## config.mk

```make
export PLATFORM = sky130hd
export DESIGN_NAME = ctsp_top
export DESIGN_NICKNAME = d
export VERILOG_FILES = /design/src/ctsp_pkg.sv /design/src/ctsp_hyst.sv /design/src/ctsp_top.sv
export SDC_FILE = /design/constraint.sdc
export NUM_CORES = 2
export LEC_CHECK = 0
export BUFFER_PORTS_ARGS = -buffer_cell sky130_fd_sc_hd__buf_2
export CAP_MARGIN = 0
export CORE_UTILIZATION = 35
export CTS_BUF_LIST = sky130_fd_sc_hd__clkbuf_8 sky130_fd_sc_hd__clkbuf_16
export CTS_CLUSTER_DIAMETER = 100
export CTS_CLUSTER_SIZE = 20
export DETAILED_ROUTE_END_ITERATION = 8
export GPL_ROUTABILITY_DRIVEN = 0
export PLACE_DENSITY = 0.59
export RECOVER_POWER = 25
export SKIP_CTS_REPAIR_TIMING = 1
export SKIP_LAST_GASP = 1
export SLEW_MARGIN = 10
export SYNTH_ARGS = -nofsm -noshare
export SYNTH_HDL_FRONTEND = slang
export SYNTH_SLANG_ARGS = --single-unit
```

## constraint.sdc

```tcl
create_clock -name pclk -period 7.8 [get_ports pclk]
set_input_delay 0.78 -clock pclk [delete_from_list [all_inputs] [get_ports pclk]]
set_output_delay 0.78 -clock pclk [all_outputs]
set_load 0.01 [all_outputs]
```

## src/ctsp_pkg.sv

```systemverilog
// ctsp_pkg: constants, settings map and carriers of the ct supervision pick-up
package ctsp_pkg;

   localparam int MAG_W = 16;   // magnitudes, 0.01 x nominal per lsb
   localparam int ANG_W = 18;   // signed angles, 0.01 deg per lsb
   localparam int AW    = 8;

   localparam logic [AW-1:0] OFS_CTRL  = 8'h00;
   localparam logic [AW-1:0] OFS_HIGH  = 8'h04;
   localparam logic [AW-1:0] OFS_LOW   = 8'h08;
   localparam logic [AW-1:0] OFS_RATIO = 8'h0C;
   localparam logic [AW-1:0] OFS_SEQ   = 8'h10;
   localparam logic [AW-1:0] OFS_SUMD  = 8'h14;
   localparam logic [AW-1:0] OFS_DELAY = 8'h18;
   localparam logic [AW-1:0] OFS_STAT  = 8'h1C;
   localparam logic [AW-1:0] OFS_MAGD  = 8'h20;
   localparam logic [AW-1:0] OFS_ANGD  = 8'h24;
   localparam logic [AW-1:0] OFS_NATA  = 8'h28;
   localparam logic [AW-1:0] OFS_CNT   = 8'h2C;

   localparam logic [MAG_W-1:0] RST_HIGH  = 16'h0078; // 1.20 x nominal
   localparam logic [MAG_W-1:0] RST_LOW   = 16'h000A; // 0.10 x nominal
   localparam logic [MAG_W-1:0] RST_RATIO = 16'h03E8; // 10.00 %
   localparam logic [MAG_W-1:0] RST_SEQ   = 16'h1324; // 49.00 %
   localparam logic [MAG_W-1:0] RST_SUMD  = 16'h000A; // 0.10 x nominal
   localparam logic [MAG_W-1:0] RST_DELAY = 16'h0064; // 0.5 s in 0.005 s steps

   localparam int CTRL_SEL_LSB = 0;
   localparam int CTRL_COMP    = 4;

   localparam int ST_ALARM = 0;
   localparam int ST_BLOCK = 1;
   localparam int ST_START = 2;
   localparam int ST_PICK  = 3;
   localparam int ST_CONDS = 4;

   localparam int PCT_FULL       = 100;
   localparam int HYS_OVER_PCT   = 97;
   localparam int HYS_UNDER_PCT  = 103;
   localparam int RATIO_FULL     = 10000; // 100.00 %
   localparam int DELAY_STEP_US  = 5000;
   localparam int MEAS_PERIOD_US = 5000;
   localparam int STEPS_PER_MEAS = DELAY_STEP_US / MEAS_PERIOD_US;

   localparam logic signed [ANG_W-1:0] ANG_TURN = 18'sh08CA0; // 360.00 deg

   typedef enum logic [1:0] {
      CTSP_RES_NONE   = 2'h0,
      CTSP_RES_FIRST  = 2'h1,
      CTSP_RES_SECOND = 2'h2
   } ctsp_res_sel_t;

   typedef struct packed {
      logic [2:0][MAG_W-1:0]        phase_mag;
      logic [MAG_W-1:0]             pos_seq;
      logic [MAG_W-1:0]             neg_seq;
      logic [1:0][MAG_W-1:0]        res_mag;
      logic [1:0][ANG_W-1:0]        res_ang;
      logic [MAG_W-1:0]             sum_mag;
      logic signed [ANG_W-1:0]      sum_ang;
   } ctsp_meas_t;

endpackage

```

## src/ctsp_hyst.sv

```systemverilog
// ctsp_hyst: threshold comparator with built-in release hysteresis
`timescale 1ns/1ps
module ctsp_hyst
   import ctsp_pkg::*;
#(
   parameter bit OVER = 1'b1
) (
   input  wire logic             pclk,
   input  wire logic             presetn,
   input  wire logic             upd,
   input  wire logic [MAG_W-1:0] value,
   input  wire logic [MAG_W-1:0] thr,
   output logic                  hit
);

   logic [MAG_W+7:0] val_pct;
   logic [MAG_W+7:0] rel_pct;
   logic             hit_q;

   // scaled by 100 so the release point needs no divider
   assign val_pct = (MAG_W+8)'(value) * (MAG_W+8)'(PCT_FULL);
   assign rel_pct = (MAG_W+8)'(thr) *
                    (OVER ? (MAG_W+8)'(HYS_OVER_PCT) : (MAG_W+8)'(HYS_UNDER_PCT));

   always_ff @(posedge pclk or negedge presetn) begin
      if (!presetn) begin
         hit_q <= 1'b0;
      end else if (upd) begin
         if (OVER) begin
            hit_q <= hit_q ? !(val_pct < rel_pct) : (value > thr);
         end else begin
            hit_q <= hit_q ? !(val_pct > rel_pct) : (value < thr);
         end
      end
   end

   assign hit = hit_q;

endmodule

```

## src/ctsp_top.sv

```systemverilog
// ctsp_top: ct supervision pick-up, alarm delay and apb settings
//
// Overview of operation
// - release hysteresis 97 % over, 103 % under
// - every phase and residual scaled against threshold
// - one threshold; any phase above triggers
// - phase above high limit inhibits alarm
// - some phase must exceed low limit
// - min/max phase ratio below ratio setting
// - negative/positive sequence ratio above setting
// - single phase loss gives 50 % ratio
// - residual difference above setting when selected
// - definite alarm delay in 0.005 s steps
// - start only when pick-up and not blocked
// - binary pick-up input acts at once
// - readable residual magnitude difference, 0.01 steps
// - readable residual angle difference, 0.01 deg
// - readable compensated natural unbalance angle
// - all conditions held through whole delay
// - block at pick-up: blocked out, start resets
// - residual source: none, first, second input
`timescale 1ns/1ps
module ctsp_top
   import ctsp_pkg::*;
(
   input  wire logic          pclk,
   input  wire logic          presetn,
   input  wire logic          psel,
   input  wire logic          penable,
   input  wire logic          pwrite,
   input  wire logic [AW-1:0] paddr,
   input  wire logic [31:0]   pwdata,
   output logic [31:0]        prdata,
   output logic               pready,
   output logic               pslverr,
   input  wire ctsp_meas_t    meas,
   input  wire logic          meas_valid,
   input  wire logic          block_in,
   input  wire logic          bin_pickup,
   output logic               alarm,
   output logic               blocked,
   output logic               start
);

   typedef enum logic [3:0] {
      CTSP_IDLE  = 4'b0001,
      CTSP_TIME  = 4'b0010,
      CTSP_ALARM = 4'b0100,
      CTSP_BLOCK = 4'b1000
   } ctsp_state_t;

   function automatic logic ctsp_mapped(input logic [AW-1:0] a);
      ctsp_mapped = (a[1:0] == 2'h0) && (a <= OFS_CNT);
   endfunction

   function automatic logic signed [ANG_W-1:0] ctsp_wrap(
      input logic signed [ANG_W-1:0] x);
      if (x > ANG_TURN) begin
         ctsp_wrap = x - ANG_TURN;
      end else if (x < -ANG_TURN) begin
         ctsp_wrap = x + ANG_TURN;
      end else begin
         ctsp_wrap = x;
      end
   endfunction

   ctsp_state_t             state_q;
   ctsp_state_t             state_d;
   ctsp_res_sel_t           sel_q;
   logic [MAG_W-1:0]        high_q;
   logic [MAG_W-1:0]        low_q;
   logic [MAG_W-1:0]        ratio_q;
   logic [MAG_W-1:0]        seq_q;
   logic [MAG_W-1:0]        sumd_q;
   logic [MAG_W-1:0]        delay_q;
   logic [MAG_W-1:0]        cnt_q;
   logic [MAG_W-1:0]        cnt_d;
   logic [MAG_W-1:0]        magd_q;
   logic signed [ANG_W-1:0] angd_q;
   logic signed [ANG_W-1:0] comp_q;
   logic signed [ANG_W-1:0] nata_q;
   logic [31:0]             prdata_q;
   logic                    ratio_ok_q;
   logic                    seq_ok_q;
   logic [2:0]              lo_hit;
   logic [2:0]              hi_hit;
   logic [2:0]              un_hit;
   logic                    res_hit;
   logic [MAG_W-1:0]        ph_min;
   logic [MAG_W-1:0]        ph_max;
   logic [MAG_W-1:0]        res_mag;
   logic signed [ANG_W-1:0] res_ang;
   logic [MAG_W-1:0]        magd;
   logic signed [ANG_W-1:0] angd;
   logic                    conds_ok;
   logic                    pickup;
   logic                    wr_en;
   logic                    rd_setup;
   logic                    comp_req;
   logic [31:0]             status;

   // apb: zero wait, read data captured in the setup cycle
   assign wr_en    = psel && penable && pwrite && ctsp_mapped(paddr);
   assign rd_setup = psel && !penable && !pwrite;
   assign pready   = 1'b1;
   assign pslverr  = psel && penable && !ctsp_mapped(paddr);
   assign comp_req = wr_en && (paddr == OFS_CTRL) && pwdata[CTRL_COMP];

   always_ff @(posedge pclk or negedge presetn) begin
      if (!presetn) begin
         sel_q   <= CTSP_RES_NONE;
         high_q  <= RST_HIGH;
         low_q   <= RST_LOW;
         ratio_q <= RST_RATIO;
         seq_q   <= RST_SEQ;
         sumd_q  <= RST_SUMD;
         delay_q <= RST_DELAY;
      end else if (wr_en) begin
         unique case (paddr)
            OFS_CTRL: begin
               // code 3 is not a source; keep the old selection
               if (pwdata[CTRL_SEL_LSB+1 -: 2] != 2'h3) begin
                  sel_q <= ctsp_res_sel_t'(pwdata[CTRL_SEL_LSB+1 -: 2]);
               end
            end
            OFS_HIGH:  high_q  <= pwdata[MAG_W-1:0];
            OFS_LOW:   low_q   <= pwdata[MAG_W-1:0];
            OFS_RATIO: ratio_q <= pwdata[MAG_W-1:0];
            OFS_SEQ:   seq_q   <= pwdata[MAG_W-1:0];
            OFS_SUMD:  sumd_q  <= pwdata[MAG_W-1:0];
            OFS_DELAY: delay_q <= pwdata[MAG_W-1:0];
            default: ;
         endcase
      end
   end

   always_comb begin
      status = 32'h0;
      status[ST_ALARM]        = state_q == CTSP_ALARM;
      status[ST_BLOCK]        = state_q == CTSP_BLOCK;
      status[ST_START]        = (state_q == CTSP_TIME) || (state_q == CTSP_ALARM);
      status[ST_PICK]         = pickup;
      status[ST_CONDS]        = conds_ok;
      status[ST_CONDS+1 +: 3] = lo_hit;
      status[ST_CONDS+4 +: 3] = hi_hit;
      status[ST_CONDS+7]      = ratio_ok_q;
      status[ST_CONDS+8]      = seq_ok_q;
      status[ST_CONDS+9]      = res_hit;
   end

   always_ff @(posedge pclk or negedge presetn) begin
      if (!presetn) begin
         prdata_q <= 32'h0;
      end else if (rd_setup) begin
         case (paddr)
            OFS_CTRL:  prdata_q <= {30'h0, sel_q};
            OFS_HIGH:  prdata_q <= {16'h0, high_q};
            OFS_LOW:   prdata_q <= {16'h0, low_q};
            OFS_RATIO: prdata_q <= {16'h0, ratio_q};
            OFS_SEQ:   prdata_q <= {16'h0, seq_q};
            OFS_SUMD:  prdata_q <= {16'h0, sumd_q};
            OFS_DELAY: prdata_q <= {16'h0, delay_q};
            OFS_STAT:  prdata_q <= status;
            OFS_MAGD:  prdata_q <= {16'h0, magd_q};
            OFS_ANGD:  prdata_q <= 32'(angd_q);
            OFS_NATA:  prdata_q <= 32'(nata_q);
            OFS_CNT:   prdata_q <= {16'h0, cnt_q};
            default:   prdata_q <= 32'h0;
         endcase
      end
   end

   assign prdata = prdata_q;

   // per-phase comparators share one setting per limit
   for (genvar i = 0; i < 3; i++) begin : g_phase
      ctsp_hyst #(.OVER(1'b1)) u_lo (
         .pclk    (pclk),
         .presetn (presetn),
         .upd     (meas_valid),
         .value   (meas.phase_mag[i]),
         .thr     (low_q),
         .hit     (lo_hit[i])
      );
      ctsp_hyst #(.OVER(1'b1)) u_hi (
         .pclk    (pclk),
         .presetn (presetn),
         .upd     (meas_valid),
         .value   (meas.phase_mag[i]),
         .thr     (high_q),
         .hit     (hi_hit[i])
      );
      ctsp_hyst #(.OVER(1'b0)) u_un (
         .pclk    (pclk),
         .presetn (presetn),
         .upd     (meas_valid),
         .value   (meas.phase_mag[i]),
         .thr     (low_q),
         .hit     (un_hit[i])
      );
   end

   always_comb begin
      ph_min = meas.phase_mag[0];
      ph_max = meas.phase_mag[0];
      for (int k = 1; k < 3; k++) begin
         if (meas.phase_mag[k] < ph_min) begin
            ph_min = meas.phase_mag[k];
         end
         if (meas.phase_mag[k] > ph_max) begin
            ph_max = meas.phase_mag[k];
         end
      end
   end

   // residual source picks magnitude and angle
   always_comb begin
      unique case (sel_q)
         CTSP_RES_FIRST: begin
            res_mag = meas.res_mag[0];
            res_ang = meas.res_ang[0];
         end
         CTSP_RES_SECOND: begin
            res_mag = meas.res_mag[1];
            res_ang = meas.res_ang[1];
         end
         default: begin
            res_mag = '0;
            res_ang = '0;
         end
      endcase
   end

   assign magd = (meas.sum_mag > res_mag) ? meas.sum_mag - res_mag
                                          : res_mag - meas.sum_mag;
   assign angd = ctsp_wrap(meas.sum_ang - res_ang);

   ctsp_hyst #(.OVER(1'b1)) u_res (
      .pclk    (pclk),
      .presetn (presetn),
      .upd     (meas_valid),
      .value   (magd),
      .thr     (sumd_q),
      .hit     (res_hit)
   );

   // ratios compared by cross products, no divider needed
   always_ff @(posedge pclk or negedge presetn) begin
      if (!presetn) begin
         ratio_ok_q <= 1'b0;
         seq_ok_q   <= 1'b0;
      end else if (meas_valid) begin
         ratio_ok_q <= 32'(ph_min) * 32'(RATIO_FULL) <
                       32'(ratio_q) * 32'(ph_max);
         // ratio is plain negative over positive sequence
         seq_ok_q   <= 32'(meas.neg_seq) * 32'(RATIO_FULL) >
                       32'(seq_q) * 32'(meas.pos_seq);
      end
   end

   always_ff @(posedge pclk or negedge presetn) begin
      if (!presetn) begin
         magd_q <= '0;
         angd_q <= '0;
         nata_q <= '0;
      end else if (meas_valid) begin
         magd_q <= magd;
         angd_q <= angd;
         nata_q <= ctsp_wrap(angd - comp_q);
      end
   end

   // compensation freezes the present angle offset
   always_ff @(posedge pclk or negedge presetn) begin
      if (!presetn) begin
         comp_q <= '0;
      end else if (comp_req) begin
         comp_q <= angd_q;
      end
   end

   assign conds_ok = !(|hi_hit) && (|lo_hit) && (|un_hit) && ratio_ok_q && seq_ok_q &&
                     ((sel_q == CTSP_RES_NONE) || res_hit);

   // binary pick-up bypasses the measurement cycle
   assign pickup = conds_ok || bin_pickup;

   always_comb begin
      state_d = state_q;
      cnt_d   = cnt_q;
      unique case (state_q)
         CTSP_IDLE: begin
            cnt_d = '0;
            if (pickup) begin
               state_d = block_in ? CTSP_BLOCK : CTSP_TIME;
            end
         end
         CTSP_TIME: begin
            if (!pickup) begin
               state_d = CTSP_IDLE;
               cnt_d   = '0;
            end else if (block_in) begin
               state_d = CTSP_BLOCK;
               cnt_d   = '0;
            end else if (cnt_q >= delay_q) begin
               state_d = CTSP_ALARM;
            end else if (meas_valid) begin
               cnt_d = cnt_q + MAG_W'(STEPS_PER_MEAS);
            end
         end
         CTSP_ALARM: begin
            if (!pickup) begin
               state_d = CTSP_IDLE;
            end else if (block_in) begin
               state_d = CTSP_BLOCK;
            end
         end
         CTSP_BLOCK: begin
            cnt_d = '0;
            if (!pickup) begin
               state_d = CTSP_IDLE;
            end else if (!block_in) begin
               state_d = CTSP_TIME;
            end
         end
         default: begin
            state_d = CTSP_IDLE;
            cnt_d   = '0;
         end
      endcase
   end

   always_ff @(posedge pclk or negedge presetn) begin
      if (!presetn) begin
         state_q <= CTSP_IDLE;
         cnt_q   <= '0;
      end else begin
         state_q <= state_d;
         cnt_q   <= cnt_d;
      end
   end

   // outputs straight from one-hot state flops
   assign start   = state_q[1] || state_q[2];
   assign alarm   = state_q[2];
   assign blocked = state_q[3];

endmodule

```

# [Yosys cells after proc, flatten, opt, wreduce, memory -nomap -nowiden]
# Index checks and enable logic that the tools add are counted.
[totals] input_bits=230 word_cells=189 out_inout_bits=37 register_bits=232
[op_classes] order_cmp=33 bitwise_logic=1 n_eq_ne=24 n_addsub=9 n_mul=12 reduce_logical=47 n_mux=37
[op_table] cell="$pmux 32 s12" n=1
[op_table] cell="$lt 23x23->1" n=7
[op_table] cell="$gt 16x16->1" n=10
[op_table] cell="$mux 16" n=9
[op_table] cell="$mul 16x7->23 const B" n=4
[op_table] cell="$mul 16x5->21 const B" n=4
[op_table] cell="$lt 16x16->1" n=5
[op_table] cell="$mux 18" n=4
[op_table] cell="$gt 23x23->1" n=3
[op_table] cell="$mul 16x16->32" n=2
[op_table] cell="$pmux 16 s2" n=2
[op_table] cell="$mul 16x10->26 const B" n=2
[op_table] cell="$add 18x17->18 const B" n=2
[op_table] cell="$gt 18x17->1 const B" n=2
[op_table] cell="$lt 18x17->1 const B" n=2
[op_table] cell="$mux 4" n=9
[op_table] cell="$pmux 18 s2" n=1
[op_table] cell="$sub 18x17->18 const B" n=2
[op_table] cell="$sub 18x18->18" n=2
[op_table] cell="$eq 8x5->1 const B" n=4
[op_table] cell="$eq 8x6->1 const B" n=4
[op_table] cell="$gt 30x32->1" n=1
[op_table] cell="$lt 30x32->1" n=1
[op_table] cell="$sub 16x16->16" n=2
[op_table] cell="27 further kinds" n=78

# [Logic depth before layout (Yosys ltp)]
[depth] ltp_word=10 ltp_mapped=53 depth_no_buf=51

# [Modules after synthesis]
# From an unflattened synthesis, not the netlist that was laid out.
[unflattened] cells_unflattened=9616 area_unflattened_um2=83224.8
[modules_own_cells] module="ctsp_top" seq_area_each_um2=5233.8 cells_each=4392 area_each_um2=38977.4 instances=1
[modules_own_cells] module="ctsp_hyst (g_phase[0].u_hi ...)" seq_area_each_um2=25.0 cells_each=489 area_each_um2=4204.0 instances=6
[modules_own_cells] module="ctsp_hyst (g_phase[0].u_un ...)" seq_area_each_um2=25.0 cells_each=605 area_each_um2=4998.5 instances=2
[modules_own_cells] module="ctsp_hyst (g_phase[2].u_un)" seq_area_each_um2=25.0 cells_each=588 area_each_um2=4898.4 instances=1
[modules_own_cells] module="ctsp_hyst (u_res)" seq_area_each_um2=25.0 cells_each=492 area_each_um2=4127.7 instances=1

# [Worst setup path after synthesis]
# OpenSTA, ideal clock, no wires.
[synth_path] kind="in2reg" from="in meas[148] (netlist bit)" to="reg ratio_ok_q" n_path_buf=3 arrival_time_ps=11457 path_stages=47 setup_ps=88 setup_slack_ps=-3746 t_required_ps=7712 cell_sequence="inv_1 > ha_1 > nand4_1 > or2_2 > o32ai_1 > clkbuf_1 > mux2i_1 > ha_1 > nor2b_1 > o21a_1 > o21a_1 > o21ai_0 > a221oi_1 > o21ai_1 > clkbuf_1 > nor2_1 > a21oi_1 > clkbuf_1 > [... 11 more ...] > inv_1 > ha_1 > o21a_1 > o211ai_1 > a211oi_1 > nor2_1 > o21ai_0 > a211oi_1 > o21ai_0 > nand2_1 > ha_1 > a21o_1 > a21o_1 > a2111oi_0 > o21ai_0 > a211oi_1 > o31ai_1 > a41oi_1"
[synth_via] elab_chain_cells=6 word_cells_on_any_way=11 cone_classes="2 x mul; 5 x order compare; 4 x mux"
[synth_rtl] element="start: declaration" line="ctsp_top.sv:36" text="input wire ctsp_meas_t meas,"
[synth_rtl] element="$lt 16x16->1 or $gt 16x16->1 (tied branches)" line="ctsp_top.sv:207, ctsp_top.sv:210"
[synth_rtl] element="$mux 16 (on tied branches)" line="ctsp_top.sv:207, ctsp_top.sv:210"
[synth_rtl] element="$lt 16x16->1 or $gt 16x16->1 (tied branches)" line="ctsp_top.sv:207, ctsp_top.sv:210"
[synth_rtl] element="$mux 16 (on tied branches)" line="ctsp_top.sv:207, ctsp_top.sv:210"
[synth_rtl] element="$mul 16x10->26 or $mul 16x16->32 (tied branches)" line="ctsp_top.sv:253, ctsp_top.sv:254"
[synth_rtl] element="$lt 30x32->1 (*)" line="ctsp_top.sv:253" text="ratio_ok_q <= 32'(ph_min) * 32'(RATIO_FULL) <"
[synth_rtl] element="end signal: assignment" line="ctsp_top.sv:253"
[synth_rtl] element="end: declaration" line="ctsp_top.sv:83" text="logic ratio_ok_q;"
# Mark *: on every way between the ends. The rest lies on a longest branch, timed or not.
# A chain may end at the register's enable or synchronous reset.

# [Worst setup path after layout]
[layout_path] from="in meas[147] (netlist bit)" to="reg ratio_ok_q"
# Same word-level chain as after synthesis.

==> results.json <==
{
  "outcome": "finished with violations",
  "violations": "max-capacitance violations, max-slew violations, negative setup slack",
  "vias": 52900,
  "dieArea_mm2": 0.172,
  "power.density_mw_per_mm2": 201,
  "totalPowerFinal_mw": 14.0,
  "cts-buffers-inserted": 17,
  "grt_overflow": 0,
  "synth_edf_count": 0,
  "yosysWarnings": 0,
  "post-place-ws_ns": -3.44,
  "io_pins": 267,
  "firstDrtPassIters": 6,
  "rsz0062_at_grt": "true",
  "drv_cap": 2,
  "h-tree-depth": 1,
  "die_h_um": 415,
  "final_core_util": 0.411,
  "hold_violations": 0,
  "timing.final.ws_setup_ns": -2.63,
  "dr.first_iter.drc_count": 3518,
  "final_common_cell": "ha_1",
  "grt_max_degree": 124,
  "fin_crit_sh": 1.34,
  "critical-path-top-delay-family": "compound AO/OA/AOI/OAI gates",
  "core-area_mm2": 0.169,
  "seq_area_frac_synth": 0.0921,
  "synth_cell_types": 95,
  "viasPerCell": 5.34,
  "fin_skew_ns": 0.0216,
  "mappedNetlistArea_mm2": 0.0596,
  "crit_type": "input port to flip-flop",
  "worst_slew_pin_slew_ns": 5.76,
  "crit_arrival_ns": 10.89,
  "ant_nets": 0,
  "root_buffer": "clkbuf_16",
  "synth_nets": 9060,
  "syn_to_final_growth_pct": 16.6,
  "die_w_um": 415,
  "fmax_mhz": 95.8,
  "grt_pass1_vias": 53000,
  "cts_tree": "built",
  "dp_hpwl_um": 166000,
  "nets": 9775,
  "crit_top_cell": "fa_1",
  "required_ns": 8.25,
  "yosys_most_used_dff": "dfrtp_1",
  "insertion_delay_ns": 0.55,
  "clockBufferDepth": 3,
  "clk_pin_slew_ns": 0.08,
  "critPathLaunchType": "input port",
  "peakVddDrop_mv": 0.657,
  "syn_avg_cell_area_um2": 8.57,
  "antenna_found_initial": 11,
  "cts.sinks": 218,
  "grt_pass1_wl_um": 304000,
  "wl_per_cell_um": 19.9,
  "slowest_stage": "fa_1",
  "end_kind": "flip-flop",
  "start_util": 0.352,
  "finalSetupTns_ns": -2.65,
  "fp-row-count": 151,
  "period_minus_slack_ns": 10.43,
  "io_buffer_count": 249,
  "grt_util_all_layers": 0.225,
  "synthArstFlopShare": 1.00,
  "crit_buf_inv": 12,
  "power_leakage_nw": 37.1,
  "route.detailed.drc": 0,
  "synthCells": 6953,
  "yosys_register_bits": 218,
  "setup_violations": 2,
  "critPathMaxFanout": 7,
  "slowest_delay_ns": 0.57,
  "layout_common_cells": "1,294 x ha_1, 1,237 x inv_1, 620 x nand2_1",
  "drive_gt1_frac": 0.163,
  "wirelength_um": 197000,
  "rrSetupSlack_ns": -0.01,
  "final_max_slew_viol_count": 221,
  "min_path_type": "input port to flip-flop",
  "slew_headroom": -2.84
}
==> metal layers <==
layer / GRT usage / share of wire / up-vias
li1: - / - / 25000
met1: 0.297 / 0.43 / 25800
met2: 0.375 / 0.46 / 1722
met3: 0.0295 / 0.068 / 388
met4: 0.0772 / 0.042 / 6
met5: 0 / 0.00016 / -
==> layout make-up <==
cell class / count / area [um2]
Tap cell: 2218 / 2780
Clock inverter: 13 / 138
Clock buffer: 17 / 425
Antenna cell: 5 / 12.5
Fill cell: 16900 / 99700
Sequential cell: 218 / 5490
Inverter: 1241 / 4660
Multi-Input combinational cell: 5313 / 49600
Timing Repair Buffer: 877 / 6290
==> synthesized netlist by cell type (9+ instances only) <==
| cell | n | area (um2) |
|---|---|---|
| ha_1 | 1311 | 16400 |
| inv_1 | 1239 | 4650 |
| nand2_1 | 636 | 2390 |
| fa_1 | 566 | 11300 |
| nor2_1 | 297 | 1110 |
| a21oi_1 | 288 | 1440 |
| o21ai_0 | 267 | 1340 |
| and2_1 | 227 | 1420 |
| a21o_1 | 204 | 1530 |
| dfrtp_1 | 195 | 4880 |
| clkbuf_1 | 155 | 582 |
| xnor2_1 | 153 | 1340 |
| nand3_1 | 100 | 500 |
| nor3_1 | 98 | 490 |
| mux2_2 | 95 | 1070 |
| o21a_1 | 93 | 698 |
| xor2_1 | 83 | 727 |
| nand4_1 | 77 | 482 |
| nor2b_1 | 70 | 438 |
| a22o_1 | 60 | 526 |
| nand2b_1 | 57 | 357 |
| a221oi_1 | 51 | 447 |
| mux2i_1 | 45 | 450 |
| a211oi_1 | 39 | 293 |
| a31oi_1 | 37 | 231 |
| and3_1 | 36 | 225 |
| o31ai_1 | 30 | 225 |
| or3_1 | 26 | 163 |
| a22oi_1 | 25 | 188 |
| a21boi_0 | 24 | 180 |
| o2111ai_1 | 24 | 210 |
| dfstp_2 | 23 | 604 |
| a211o_1 | 21 | 184 |
| o21bai_1 | 21 | 158 |
| o211ai_1 | 20 | 150 |
| nor4_1 | 19 | 119 |
| or2_2 | 17 | 106 |
| or4_1 | 17 | 128 |
| buf_4 | 16 | 120 |
| o41ai_1 | 15 | 131 |
| o311ai_0 | 13 | 114 |
| a2111oi_0 | 12 | 105 |
| o22ai_1 | 11 | 68.8 |
| and4_1 | 9 | 78.8 |
==> sequential cells by signal, summed over array words and instances, names as in the netlist, 2 cells and up <==
register and flops:
angd_q 18, comp_q 18, nata_q 18, prdata 18, cnt_q 16, delay_q 16
high_q 16, low_q 16, magd_q 16, ratio_q 16, seq_q 16, sumd_q 16
state_q 4, g_phase.u_hi.hit 3, g_phase.u_lo.hit 3, g_phase.u_un.hit 3, sel_q 2
==> worst reg2reg max path, delay by kind of cell (launching register included) <==
family	cells	cell delay [ns]
and+or+nand+nor	4	0.32
xor gates and xnor gates	1	0.17
AOI/OAI and AO/OA	12	2.59
DFF	1	0.73
adders and majority gates	8	3.57
buffers and inverters	4	0.32
==> per-stage QoR <==
| step | std cells | hold slack, ns | cell area (um2) |
|---|---|---|---|
| 2_1_floorplan | 6953 | 0.449 | 59900 |
| 3_3_place_gp | 9817 | 0.466 | 67700 |
| 3_5_place_dp | 9817 | 0.467 | 67700 |
| 4_1_cts | 9847 | 0.288 | 68300 |
| 5_1_grt | 9901 | 0.453 | 69400 |
| 6_report | 9902 | 0.456 | 69400 |
==> worst paths after layout <==
path                             from         end  cells past startpoint
hold / removal               block_in  state_q[2]                      2
hold reg to reg            nata_q[16]  nata_q[16]                      1
setup / recovery            meas[147]  ratio_ok_q                     50
setup reg to reg             seq_q[9]    seq_ok_q                     29
max in group asynchronous     presetn    seq_q[6]                      2
min in group asynchronous     presetn  magd_q[11]                      1
==> where the power goes <==
part           switching, mW  leakage [nW]  internal, mW
sequential             0.145          2.54          1.24
clock                  0.520         0.291         0.452
combinational           6.29          34.3          5.35
==> logic make-up after synthesis <==
| family | count (synthesis) | synth area share |
|---|---|---|
| xor+xnor | 237 | 0.0350 |
| compound gates | 1337 | 0.152 |
| flops | 218 | 0.0921 |
| buf+inv | 1424 | 0.0909 |
| mux | 141 | 0.0257 |
| fa+ha+maj | 1877 | 0.466 |
| simple gates | 1718 | 0.139 |
| other cells | 1 | 0.0000630 |
Note: power is estimated with default switching activity, not from simulation.
